[config.mk]
export PLATFORM = sky130hd
export DESIGN_NAME = kbchm_host_port
export DESIGN_NICKNAME = d
export VERILOG_FILES = /design/src/core/kbchm_clock_ram.v /design/src/core/kbchm_host_port.v
export VERILOG_INCLUDE_DIRS = /design/src /design/src/shared
export SDC_FILE = /design/constraint.sdc
export NUM_CORES = 2
export LEC_CHECK = 0
export ABC_AREA = 1
export BUFFER_PORTS_ARGS = -buffer_cell sky130_fd_sc_hd__buf_4
export CAP_MARGIN = 0
export CORE_UTILIZATION = 55
export CTS_CLUSTER_DIAMETER = 100
export DETAILED_ROUTE_END_ITERATION = 6
export PLACE_DENSITY = 0.74
export SLEW_MARGIN = 10
export SYNTH_ARGS = -nofsm -noshare
export SYNTH_HDL_FRONTEND = slang
export SYNTH_SLANG_ARGS = --single-unit
[constraint.sdc]
create_clock -name mclk -period 3.87 [get_ports mclk]
set_input_delay 0.1935 -clock mclk [delete_from_list [all_inputs] [get_ports mclk]]
set_output_delay 0.1935 -clock mclk [all_outputs]
set_load 0.05 [all_outputs]
[src/shared/kbchm_defs.vh]
`ifndef KBCHM_DEFS_VH
`define KBCHM_DEFS_VH

// isa port addresses, ten address bits decoded
`define KBCHM_ADDR_DATA      10'h060
`define KBCHM_ADDR_CMD       10'h064
`define KBCHM_ADDR_CLK_IDX   10'h070
`define KBCHM_ADDR_CLK_DATA  10'h071
`define KBCHM_ADDR_ZERO      10'h000
`define KBCHM_SEC_DATA_OFS   10'h001

// status register layout
`define KBCHM_ST_OUT_FULL    0
`define KBCHM_ST_IN_FULL     1
`define KBCHM_ST_CD          3
`define KBCHM_ST_RESET       8'h00
`define KBCHM_ST_UD_MASK     8'hF4

// address bit that tells command from data
`define KBCHM_SA_CD          2

// clock ram geometry
`define KBCHM_RAM_AW         7
`define KBCHM_RAM_DEPTH      128
`define KBCHM_BANKS          2
`define KBCHM_IDX_RESET      8'h00

// second clock bank enable in mode register
`define KBCHM_MODE_BANK_EN   0

// data bus width
`define KBCHM_DW             8
`define KBCHM_BYTE_ZERO      8'h00

`endif

[src/core/kbchm_clock_ram.v]
`timescale 1ns/1ps
`include "kbchm_defs.vh"

// clock ram banks, one synchronous write port, async read
module kbchm_clock_ram (
  input  wire                        mclk,
  input  wire                        wr_en,
  input  wire                        bank,
  input  wire [`KBCHM_RAM_AW-1:0]    addr,
  input  wire [`KBCHM_DW-1:0]        wr_data,
  output wire [`KBCHM_DW-1:0]        rd_data
);

  reg [`KBCHM_DW-1:0] mem_ff [0:`KBCHM_BANKS*`KBCHM_RAM_DEPTH-1];

  // write into selected location, contents survive reset
  always @(posedge mclk) begin
    if (wr_en) begin
      mem_ff[{bank, addr}] <= wr_data;
    end
  end

  assign rd_data = mem_ff[{bank, addr}];

endmodule // kbchm_clock_ram

[src/core/kbchm_host_port.v]
`timescale 1ns/1ps
`include "kbchm_defs.vh"

// How it works
// [RL1] host write to data port loads input buffer, clears command flag, sets input full
// [RL2] host write to command port loads input buffer, sets command flag and input full
// [RL3] host reads status at command port, output buffer at data port
// [RL4] with gating, host data read clears output full and keyboard interrupt
// [RL5] all ports decode only when address enable shows a non-dma cycle
// [RL6] write to clock index port latches the clock ram location
// [RL7] clock data port reads or writes the location the index selects
// [RL8] cpu write of output register loads output buffer, sets output full
// [RL9] command flag sits in status bit three, copied from address line two
// [RL10] gated: keyboard interrupt follows output full when its port bit is one
// [RL11] keyboard interrupt is zero after reset
// [RL12] ungated: keyboard interrupt follows its port bit directly
// [RL13] gated with port bit one: mouse interrupt is inverted input full
// [RL14] ungated: mouse interrupt follows its port bit directly
// [RL15] a20 port bit drives its general pin when selected
// [RL16] keyboard reset port bit drives its pin, may also reset watchdog
// [RL17] bank zero at fixed index port, other bank at relocatable base
// [RL18] cpu read of input register clears input full and its interrupt
// [RL19] status clears on reset, host reads it, cpu writes it
// [RL20] other status bits are cpu-written user bits seen by host
// [RL21] host writes only when input full is clear, reads after output full
module kbchm_host_port (
  input  wire                  mclk,
  input  wire                  rst,
  // isa side, pins
  input  wire [9:0]            isa_sa,
  input  wire                  isa_aen,
  input  wire                  isa_iow_n,
  input  wire                  isa_ior_n,
  input  wire [`KBCHM_DW-1:0]  isa_data_in,
  output wire [`KBCHM_DW-1:0]  isa_data_out,
  output wire                  isa_data_oe_n,
  output wire                  host_out_irq,
  output wire                  host_in_irq,
  // internal cpu side, same clock
  input  wire                  cpu_out_wr,
  input  wire [`KBCHM_DW-1:0]  cpu_out_data,
  input  wire                  cpu_in_rd,
  output wire [`KBCHM_DW-1:0]  cpu_in_data,
  output wire                  cpu_in_irq,
  input  wire                  cpu_status_wr,
  input  wire [`KBCHM_DW-1:0]  cpu_status_data,
  output wire [`KBCHM_DW-1:0]  cpu_status,
  input  wire                  enable_flags,
  input  wire                  out_irq_port_bit,
  input  wire                  in_irq_port_bit,
  input  wire                  a20_port_bit,
  input  wire                  kb_reset_port_bit,
  // configuration
  input  wire                  a20_pin_sel,
  input  wire                  kb_reset_pin_sel,
  input  wire                  kb_reset_wdt_en,
  input  wire [`KBCHM_DW-1:0]  clock_mode,
  input  wire [9:0]            clock_sec_base,
  // general purpose pins and watchdog
  output wire                  a20_output_pin,
  output wire                  a20_output_oe_n,
  output wire                  kb_reset_output_pin,
  output wire                  kb_reset_output_oe_n,
  output wire                  wdt_reset
);

  // pin synchronisers
  reg  [9:0]            sa_s1_ff;
  reg  [9:0]            sa_s2_ff;
  reg  [`KBCHM_DW-1:0]  din_s1_ff;
  reg  [`KBCHM_DW-1:0]  din_s2_ff;
  reg                   aen_s1_ff;
  reg                   aen_s2_ff;
  reg                   iow_s1_ff;
  reg                   iow_s2_ff;
  reg                   ior_s1_ff;
  reg                   ior_s2_ff;
  reg                   iow_d_ff;
  reg                   ior_d_ff;

  // port state
  reg  [`KBCHM_DW-1:0]  in_buf_ff;
  reg  [`KBCHM_DW-1:0]  nxt_in_buf;
  reg  [`KBCHM_DW-1:0]  out_buf_ff;
  reg  [`KBCHM_DW-1:0]  nxt_out_buf;
  reg  [`KBCHM_DW-1:0]  status_ff;
  reg  [`KBCHM_DW-1:0]  nxt_status;
  reg  [`KBCHM_DW-1:0]  clk_idx_ff;
  reg                   clk_bank_ff;
  reg                   nxt_clk_bank;
  reg  [`KBCHM_DW-1:0]  nxt_clk_idx;
  reg  [`KBCHM_DW-1:0]  rd_data_ff;
  reg  [`KBCHM_DW-1:0]  nxt_rd_data;
  reg                   out_irq_ff;
  reg                   in_irq_ff;
  reg                   nxt_out_irq;
  reg                   nxt_in_irq;

  wire                  io_valid;
  wire                  wr_pulse;
  wire                  rd_pulse;
  wire                  hit_data;
  wire                  hit_cmd;
  wire                  hit_idx0;
  wire                  hit_dat0;
  wire                  hit_idx1;
  wire                  hit_dat1;
  wire                  bank1_en;
  wire                  ram_wr;
  wire [`KBCHM_DW-1:0]  ram_rd;
  wire                  any_hit;

  // address pins, two flip-flops
  always @(posedge mclk or posedge rst) begin
    if (rst) begin
      sa_s1_ff <= `KBCHM_ADDR_ZERO;
      sa_s2_ff <= `KBCHM_ADDR_ZERO;
    end else begin
      sa_s1_ff <= isa_sa;
      sa_s2_ff <= sa_s1_ff;
    end
  end

  // write data pins, same latency as the strobes
  always @(posedge mclk or posedge rst) begin
    if (rst) begin
      din_s1_ff <= `KBCHM_BYTE_ZERO;
      din_s2_ff <= `KBCHM_BYTE_ZERO;
    end else begin
      din_s1_ff <= isa_data_in;
      din_s2_ff <= din_s1_ff;
    end
  end

  // address enable, resets to the dma level so nothing decodes
  always @(posedge mclk or posedge rst) begin
    if (rst) begin
      aen_s1_ff <= 1'b1;
      aen_s2_ff <= 1'b1;
    end else begin
      aen_s1_ff <= isa_aen;
      aen_s2_ff <= aen_s1_ff;
    end
  end

  // write strobe plus edge stage, idle high so reset makes no false edge
  always @(posedge mclk or posedge rst) begin
    if (rst) begin
      iow_s1_ff <= 1'b1;
      iow_s2_ff <= 1'b1;
      iow_d_ff  <= 1'b1;
    end else begin
      iow_s1_ff <= isa_iow_n;
      iow_s2_ff <= iow_s1_ff;
      iow_d_ff  <= iow_s2_ff;
    end
  end

  // read strobe plus edge stage, same shape
  always @(posedge mclk or posedge rst) begin
    if (rst) begin
      ior_s1_ff <= 1'b1;
      ior_s2_ff <= 1'b1;
      ior_d_ff  <= 1'b1;
    end else begin
      ior_s1_ff <= isa_ior_n;
      ior_s2_ff <= ior_s1_ff;
      ior_d_ff  <= ior_s2_ff;
    end
  end

  // address decode, qualified by address enable low
  assign io_valid = ~aen_s2_ff;                                    // see [RL5]
  assign wr_pulse = iow_d_ff & ~iow_s2_ff;
  assign rd_pulse = ~ior_d_ff & ior_s2_ff;
  assign bank1_en = clock_mode[`KBCHM_MODE_BANK_EN];
  assign hit_data = io_valid & (sa_s2_ff == `KBCHM_ADDR_DATA);     // see [RL5]
  assign hit_cmd  = io_valid & (sa_s2_ff == `KBCHM_ADDR_CMD);      // see [RL5]
  assign hit_idx0 = io_valid & (sa_s2_ff == `KBCHM_ADDR_CLK_IDX);  // see [RL17]
  assign hit_dat0 = io_valid & (sa_s2_ff == `KBCHM_ADDR_CLK_DATA);
  // relocatable bank: index at base, data at base with address bit zero set
  assign hit_idx1 = io_valid & bank1_en
                  & (sa_s2_ff == clock_sec_base);                  // see [RL17]
  assign hit_dat1 = io_valid & bank1_en
                  & (sa_s2_ff == (clock_sec_base | `KBCHM_SEC_DATA_OFS)); // see [RL17]
  assign any_hit  = hit_data | hit_cmd | hit_idx0 | hit_dat0 | hit_idx1 | hit_dat1;

  // input buffer and status update
  always @* begin
    nxt_in_buf  = in_buf_ff;
    nxt_out_buf = out_buf_ff;
    nxt_status  = status_ff;
    if (cpu_status_wr) begin
      nxt_status = (status_ff & ~`KBCHM_ST_UD_MASK)
                 | (cpu_status_data & `KBCHM_ST_UD_MASK);          // see [RL19] [RL20]
    end
    if (cpu_in_rd) begin
      nxt_status[`KBCHM_ST_IN_FULL] = 1'b0;                        // see [RL18]
    end
    if (enable_flags & rd_pulse & hit_data) begin
      nxt_status[`KBCHM_ST_OUT_FULL] = 1'b0;                       // see [RL4]
    end
    if (cpu_out_wr) begin
      nxt_out_buf                    = cpu_out_data;               // see [RL8]
      nxt_status[`KBCHM_ST_OUT_FULL] = 1'b1;                       // see [RL8]
    end
    if (wr_pulse & (hit_data | hit_cmd)) begin
      nxt_in_buf                    = din_s2_ff;                   // see [RL1] [RL2]
      nxt_status[`KBCHM_ST_CD]      = sa_s2_ff[`KBCHM_SA_CD];      // see [RL9] [RL1] [RL2]
      nxt_status[`KBCHM_ST_IN_FULL] = 1'b1;                        // see [RL1] [RL2]
    end
  end

  // clock index latch and ram write
  always @* begin
    nxt_clk_idx  = clk_idx_ff;
    nxt_clk_bank = clk_bank_ff;
    if (wr_pulse & hit_idx0) begin
      nxt_clk_idx  = din_s2_ff;                                    // see [RL6]
      nxt_clk_bank = 1'b0;
    end else if (wr_pulse & hit_idx1) begin
      nxt_clk_idx  = din_s2_ff;                                    // see [RL6]
      nxt_clk_bank = 1'b1;
    end
  end

  assign ram_wr = wr_pulse & (hit_dat0 | hit_dat1);                // see [RL7]

  kbchm_clock_ram u_ram (
    .mclk    (mclk),
    .wr_en   (ram_wr),
    .bank    (clk_bank_ff),
    .addr    (clk_idx_ff[`KBCHM_RAM_AW-1:0]),
    .wr_data (din_s2_ff),
    .rd_data (ram_rd)
  );

  // read data mux, captured while read strobe is low
  always @* begin
    nxt_rd_data = rd_data_ff;
    if (~ior_s2_ff) begin
      if (hit_cmd) begin
        nxt_rd_data = status_ff;                                   // see [RL3]
      end else if (hit_data) begin
        nxt_rd_data = out_buf_ff;                                  // see [RL3]
      end else if (hit_idx0 | hit_idx1) begin
        nxt_rd_data = clk_idx_ff;
      end else if (hit_dat0 | hit_dat1) begin
        nxt_rd_data = ram_rd;                                      // see [RL7]
      end
    end
  end

  // keyboard interrupt, gated by output full or port driven
  always @* begin
    if (enable_flags) begin
      nxt_out_irq = out_irq_port_bit & nxt_status[`KBCHM_ST_OUT_FULL]; // see [RL10] [RL4]
    end else begin
      nxt_out_irq = out_irq_port_bit;                                  // see [RL12]
    end
  end

  // mouse interrupt, inverted input full when gated, else port driven
  always @* begin
    if (enable_flags) begin
      nxt_in_irq = in_irq_port_bit & ~nxt_status[`KBCHM_ST_IN_FULL];   // see [RL13]
    end else begin
      nxt_in_irq = in_irq_port_bit;                                    // see [RL14]
    end
  end

  // host to cpu byte
  always @(posedge mclk or posedge rst) begin
    if (rst) begin
      in_buf_ff <= `KBCHM_BYTE_ZERO;
    end else begin
      in_buf_ff <= nxt_in_buf;
    end
  end

  // cpu to host byte
  always @(posedge mclk or posedge rst) begin
    if (rst) begin
      out_buf_ff <= `KBCHM_BYTE_ZERO;
    end else begin
      out_buf_ff <= nxt_out_buf;
    end
  end

  // status register, cleared by reset
  always @(posedge mclk or posedge rst) begin
    if (rst) begin
      status_ff <= `KBCHM_ST_RESET;                                // see [RL19]
    end else begin
      status_ff <= nxt_status;
    end
  end

  // clock ram index and bank
  always @(posedge mclk or posedge rst) begin
    if (rst) begin
      clk_idx_ff  <= `KBCHM_IDX_RESET;
      clk_bank_ff <= 1'b0;
    end else begin
      clk_idx_ff  <= nxt_clk_idx;
      clk_bank_ff <= nxt_clk_bank;
    end
  end

  // read data held for the bus
  always @(posedge mclk or posedge rst) begin
    if (rst) begin
      rd_data_ff <= `KBCHM_BYTE_ZERO;
    end else begin
      rd_data_ff <= nxt_rd_data;
    end
  end

  // interrupt outputs, low out of reset
  always @(posedge mclk or posedge rst) begin
    if (rst) begin
      out_irq_ff <= 1'b0;                                          // see [RL11]
      in_irq_ff  <= 1'b0;
    end else begin
      out_irq_ff <= nxt_out_irq;
      in_irq_ff  <= nxt_in_irq;
    end
  end

  // bus drive only during a decoded read
  assign isa_data_out  = rd_data_ff;
  assign isa_data_oe_n = ~(~ior_s2_ff & ~ior_d_ff & any_hit);
  assign host_out_irq  = out_irq_ff;
  assign host_in_irq   = in_irq_ff;

  // cpu side view
  assign cpu_in_data = in_buf_ff;
  assign cpu_status  = status_ff;
  assign cpu_in_irq  = status_ff[`KBCHM_ST_IN_FULL];               // see [RL18]

  // alternate pin functions
  assign a20_output_pin       = a20_port_bit;                      // see [RL15]
  assign a20_output_oe_n      = ~a20_pin_sel;                      // see [RL15]
  assign kb_reset_output_pin  = kb_reset_port_bit;                 // see [RL16]
  assign kb_reset_output_oe_n = ~kb_reset_pin_sel;                 // see [RL16]
  assign wdt_reset            = kb_reset_wdt_en & kb_reset_port_bit; // see [RL16]

endmodule // kbchm_host_port

# [After elaboration in Yosys (flattened, before gate mapping)]
# Memory sizes are Yosys's and may differ from the RTL's.
# Index checks and enable logic that the tools add are counted.
[totals] regBits=87 n_memories=1 ramBits=2048 word_cells=87 out_inout_bits=33 input_bits=68
[memory_table] memory="u_ram.mem_ff" words=256 word_bits=8 read_ports=1 rd_ports_with_merged_regs=0 write_ports=1 line_no="kbchm_clock_ram.v:14" source="reg [`KBCHM_DW-1:0] mem_ff [0:`KBCHM_BANKS*`KBCHM_RAM_DEPTH-1];"
[classes] mux=18 reduce_logical=4 n_eq_ne=6 n_bitwise=36
[op_table] op="two-way mux 8 bit" count=6
[op_table] op="equality test 10 x 7 -> 1 bit, second input constant" count=4
[op_table] op="bitwise AND 1 bit" count=20
[op_table] op="equality test 10 bit" count=2
[op_table] op="two-way mux 1 bit" count=11
[op_table] op="inverter 1 bit" count=8
[op_table] op="bitwise OR 4 x 8 -> 8 bit" count=1
[op_table] op="bitwise OR 1 bit" count=7
[op_table] op="two-way mux 4 bit" count=1
[op_table] op="nonzero test 2 bit" count=2
[op_table] op="nonzero test 4 bit" count=1
[op_table] op="AND reduction 2 bit" count=1

# [Logic depth before layout (Yosys ltp)]
[logic_depth] ltp_word=9 mapped_depth=21 depth_no_buf=17

# [Cells and area by module]
# A second synthesis with hierarchy kept.
[hier_totals] hier_cells=8422 hier_area_um2=88339.7
[modules_own_cells] module="kbchm_clock_ram" seq_area_each_um2=61499.0 instances=1 area_per_inst_um2=84696.2 cells_each=8013
[modules_own_cells] module="kbchm_host_port" seq_area_each_um2=2187.1 instances=1 area_per_inst_um2=3643.5 cells_each=409

# [Worst setup path before layout]
# No wires, ideal clock.
[synth_timing] path_kind="register to register" startpoint="register din_s2_ff[0]" endpoint="memory u_ram.mem_ff[0][0] (netlist bit) (data pin)" slack_ps=-131 n_path_buf=0 arrival_ps=3195 synth_period_minus_slack_ps=4001 stages_incl_launch_ff=1 setup_time_ps=806 required_time_ps=3064 path_cell_list="dfrtp_1"
[synth_rtl] item="from (decl)" line_no="kbchm_host_port.v:71" source="reg [`KBCHM_DW-1:0] din_s2_ff;"
[synth_rtl] item="from (signal assigned)" line_no="kbchm_host_port.v:128" source="din_s2_ff <= `KBCHM_BYTE_ZERO;"
[synth_rtl] item="from (signal assigned)" line_no="kbchm_host_port.v:131" source="din_s2_ff <= din_s1_ff;"
[synth_rtl] item="to (decl)" line_no="kbchm_clock_ram.v:14"
# Straight into the memory's write port.

# [Worst setup path after layout]
[layout_timing] startpoint="register clk_idx_ff[1]" endpoint="memory u_ram.mem_ff[34][6] (netlist bit) (enable)"
[layout_rtl] item="from (decl)" line_no="kbchm_host_port.v:88" source="reg [`KBCHM_DW-1:0] clk_idx_ff;"
[layout_rtl] item="from (signal assigned)" line_no="kbchm_host_port.v:302" source="clk_idx_ff <= `KBCHM_IDX_RESET;"
[layout_rtl] item="from (signal assigned)" line_no="kbchm_host_port.v:305" source="clk_idx_ff <= nxt_clk_idx;"
# Straight into the memory's write port.

==> results.json <==
{
  "place.gp.congestion": 0.930,
  "synth_cell_types": 40,
  "irDropWorstVdd_uv": 426,
  "critical-path-top-delay-family": "simple AND/OR/NAND/NOR gates",
  "rows": 146,
  "viasPerCell": 5.63,
  "grt_max_degree": 149,
  "nNetsFinal": 8577,
  "period_needed_ns": 3.85,
  "setup_violations": 0,
  "h-tree-depth": 4,
  "final_core_utilization_pct": 62.7,
  "tns_ns": 0,
  "syn_nets": 8348,
  "clk_path_buf_depth": 3,
  "grt_pass1_wl_um": 347000,
  "violations": "DRC",
  "worstHoldPathType": "primary input to async pin",
  "slowest_stage": "nor2_1",
  "cp-end-kind": "flip-flop",
  "r2r-end": "u_ram.mem_ff[34][6]",
  "synthTopCellsByCount": "nand2_1, edfxtp_1, nor2_1",
  "dieArea_mm2": 0.162,
  "areaGrowthSynthToFinish_pct": 13.0,
  "leakagePower_nw": 39.2,
  "period_share_pct": 99.5,
  "synth-edff-count": 2048,
  "drc": 1,
  "drive_gt1_share_pct": 8.45,
  "synth_most_common_cell": "nand2_1",
  "post_cts_buffers": 0,
  "cts_made_buffers": 203,
  "start_util_pct": 55.5,
  "maxSlewHeadroom_pct": 22.4,
  "timing.fmax_mhz": 260,
  "die_h_um": 402,
  "hpwl_um": 133000,
  "gr-total-overflow": 0,
  "worst_pin_slew_ns": 1.16,
  "worst_ep_arrival_time_ns": 4.32,
  "worstPathRequired_ns": 4.34,
  "synth_top_cell_by_area": "edfxtp_1",
  "synth-async-reset-ratio_pct": 4.07,
  "r2r_setup_slack_ns": 0.02,
  "synth_area_leaders": "edfxtp_1, nand2_1, nor2_1",
  "port_buffers": 88,
  "route.detailed.wl_per_inst_um": 21.5,
  "synth_top_area_share_pct": 69.8,
  "crit_buf_inv": 2,
  "finalClockSkew_ns": 0.0362,
  "worstPathMaxFanout": 61,
  "syn_area_per_cell_um2": 10.6,
  "r2r_start": "clk_idx_ff[1]",
  "clkLatencyLatePin_ns": 0.86,
  "io_pins": 101,
  "hold_violations": 0,
  "cts_tree": "built",
  "reg2reg_depth": 5,
  "final_max_slew_viol_count": 0,
  "first_global_vias": 58800,
  "status": "complete, but fails checks",
  "crit_path_start_kind": "flip-flop",
  "syn_inst": 8280,
  "worst_path_largest_cell_delay_ns": 0.97,
  "yosysSeqAreaShare_pct": 72.3,
  "maxCapViolCount": 0,
  "core_area_mm2": 0.159,
  "cp_cell_sequence": "inv_8 -> nor2_4 -> buf_12 -> nand2_2 -> nor2_1",
  "drt-total-wl_um": 232000,
  "vias": 60500,
  "ant_nets": 0,
  "crit_type": "flip-flop to flip-flop",
  "clockRootBuffer": "clkbuf_16",
  "ys_ff_latch": 2135,
  "drt_iter0_markers": 7926,
  "cts_sinks": 2135,
  "rsz0062_at_grt": "no",
  "power_density_mw_per_mm2": 465,
  "drt-pass1-iter-count": 7,
  "clkTransAtPathRegs_ns": 0.06,
  "yosysWarnings": 0,
  "antenna_found_initial": 0,
  "grt.total_usage_pct": 28.4,
  "fp.dieW_um": 402,
  "synthFlopType": "edfxtp_1",
  "syn_area_mm2": 0.0881
}
-- how the worst max path moves through the flow --
stage / start / endpoint / cells past startpoint
3_5_place_dp: clk_idx_ff[1] / u_ram.mem_ff[34][3] / 5
2_1_floorplan: din_s2_ff[7] / u_ram.mem_ff[0][7] / 0
5_1_grt: clk_idx_ff[1] / isa_data_out[2] / 17
6_report: clk_idx_ff[1] / u_ram.mem_ff[34][6] / 5
4_1_cts: sa_s2_ff[3] / isa_data_oe_n / 10
3_3_place_gp: clk_idx_ff[1] / u_ram.mem_ff[34][0] / 5
-- state kept, by name (all words and copies together), names as in the netlist, 8 cells and up --
register	count
u_ram.mem_ff	2048
sa_s1_ff	10
sa_s2_ff	10
clk_idx_ff	8
cpu_in_data	8
cpu_status	8
din_s1_ff	8
din_s2_ff	8
isa_data_out	8
out_buf_ff	8
-- final cells by class --
type / instances / area (µm²)
Tap cell: 2072 / 2590
Sequential cell: 2135 / 63700
Clock inverter: 114 / 947
Clock buffer: 261 / 5400
Timing Repair Buffer: 453 / 4350
Fill cell: 11700 / 59300
Inverter: 47 / 203
Multi-Input combinational cell: 5669 / 22300
Antenna cell: 1 / 2.50
-- routing by layer --
metal	part of all wire, %	vias up	routed length, µm	global-route usage, %
li1	-	27700	-	-
met1	39	29000	89300	38.3
met2	47	3391	108000	45.4
met3	11	508	24700	5.44
met4	4.0	0	9310	12.0
met5	0	-	0	0
-- layout by cell type (no fill, tap or decap), types with 10 or more instances in the layout --
| cell | count |
|---|---|
| a21oi_1 | 81 |
| buf_12 | 60 |
| buf_4 | 313 |
| bufinv_16 | 12 |
| clkbuf_1 | 51 |
| clkbuf_16 | 206 |
| clkinv_1 | 44 |
| clkinv_2 | 41 |
| dfrtp_1 | 69 |
| dfrtp_4 | 10 |
| dlygate4sd3_1 | 80 |
| edfxtp_1 | 2048 |
| inv_1 | 39 |
| mux2_2 | 15 |
| nand2_1 | 4624 |
| nand2_2 | 15 |
| nand3_1 | 165 |
| nand4_1 | 32 |
| nor2_1 | 596 |
| o21ai_0 | 33 |
| o21ai_1 | 56 |
-- logic make-up (layout without fill, tap and decap cells) --
family / count (synthesis) / after routing / synth area share (%)
AO/OA/AOI/OAI: 185 / 185 / 1.10
XOR/XNOR: 3 / 3 / 0.0298
buffers and inverters: 476 / 875 / 2.46
flip-flops: 2135 / 2135 / 72.3
multiplexers: 15 / 15 / 0.192
other: 0 / 1 / 0
AND/OR/NAND/NOR: 5466 / 5466 / 23.9
-- tightest hold or removal path, cell delays in order --
cell	delay, ns
dlygate4sd3_1	0.54
buf_4	0.14
clkinv_2	0.61
-- repair_timing --
| action | CTS | global route |
|---|---|---|
| hold endpoints to repair | 85 | 0 |
| hold buffers | 80 | 0 |
| endpoints found under the setup margin | 0 | 1 |
| gates resized for setup | 0 | 2 |
-- through the flow --
stage / power [W] / std cells / setup slack (ns) / hold slack, ns / area (µm²)
after CTS: 0.0463 / 10800 / 0.0435 / 0.0547 / 99500
after global routing: 0.0473 / 10800 / 0.0575 / 0.127 / 99500
after global placement: 0.0274 / 10300 / 0.310 / 0.304 / 92300
after floorplan: 0.0267 / 8280 / -0.117 / 0.198 / 88100
final: 0.0462 / 10800 / 0.0204 / 0.0767 / 99500
after detailed placement: 0.0274 / 10300 / 0.209 / 0.304 / 92300
-- power by group --
group	switching, W	leakage, nW	internal [W]	total (W)
logic	0.00115	16.7	0.000429	0.00157
registers	0.000125	19.4	0.0254	0.0255
clock network	0.00852	3.11	0.0107	0.0192
total	0.00979	39.2	0.0364	0.0462
Note: power is estimated with default switching activity, not from simulation.
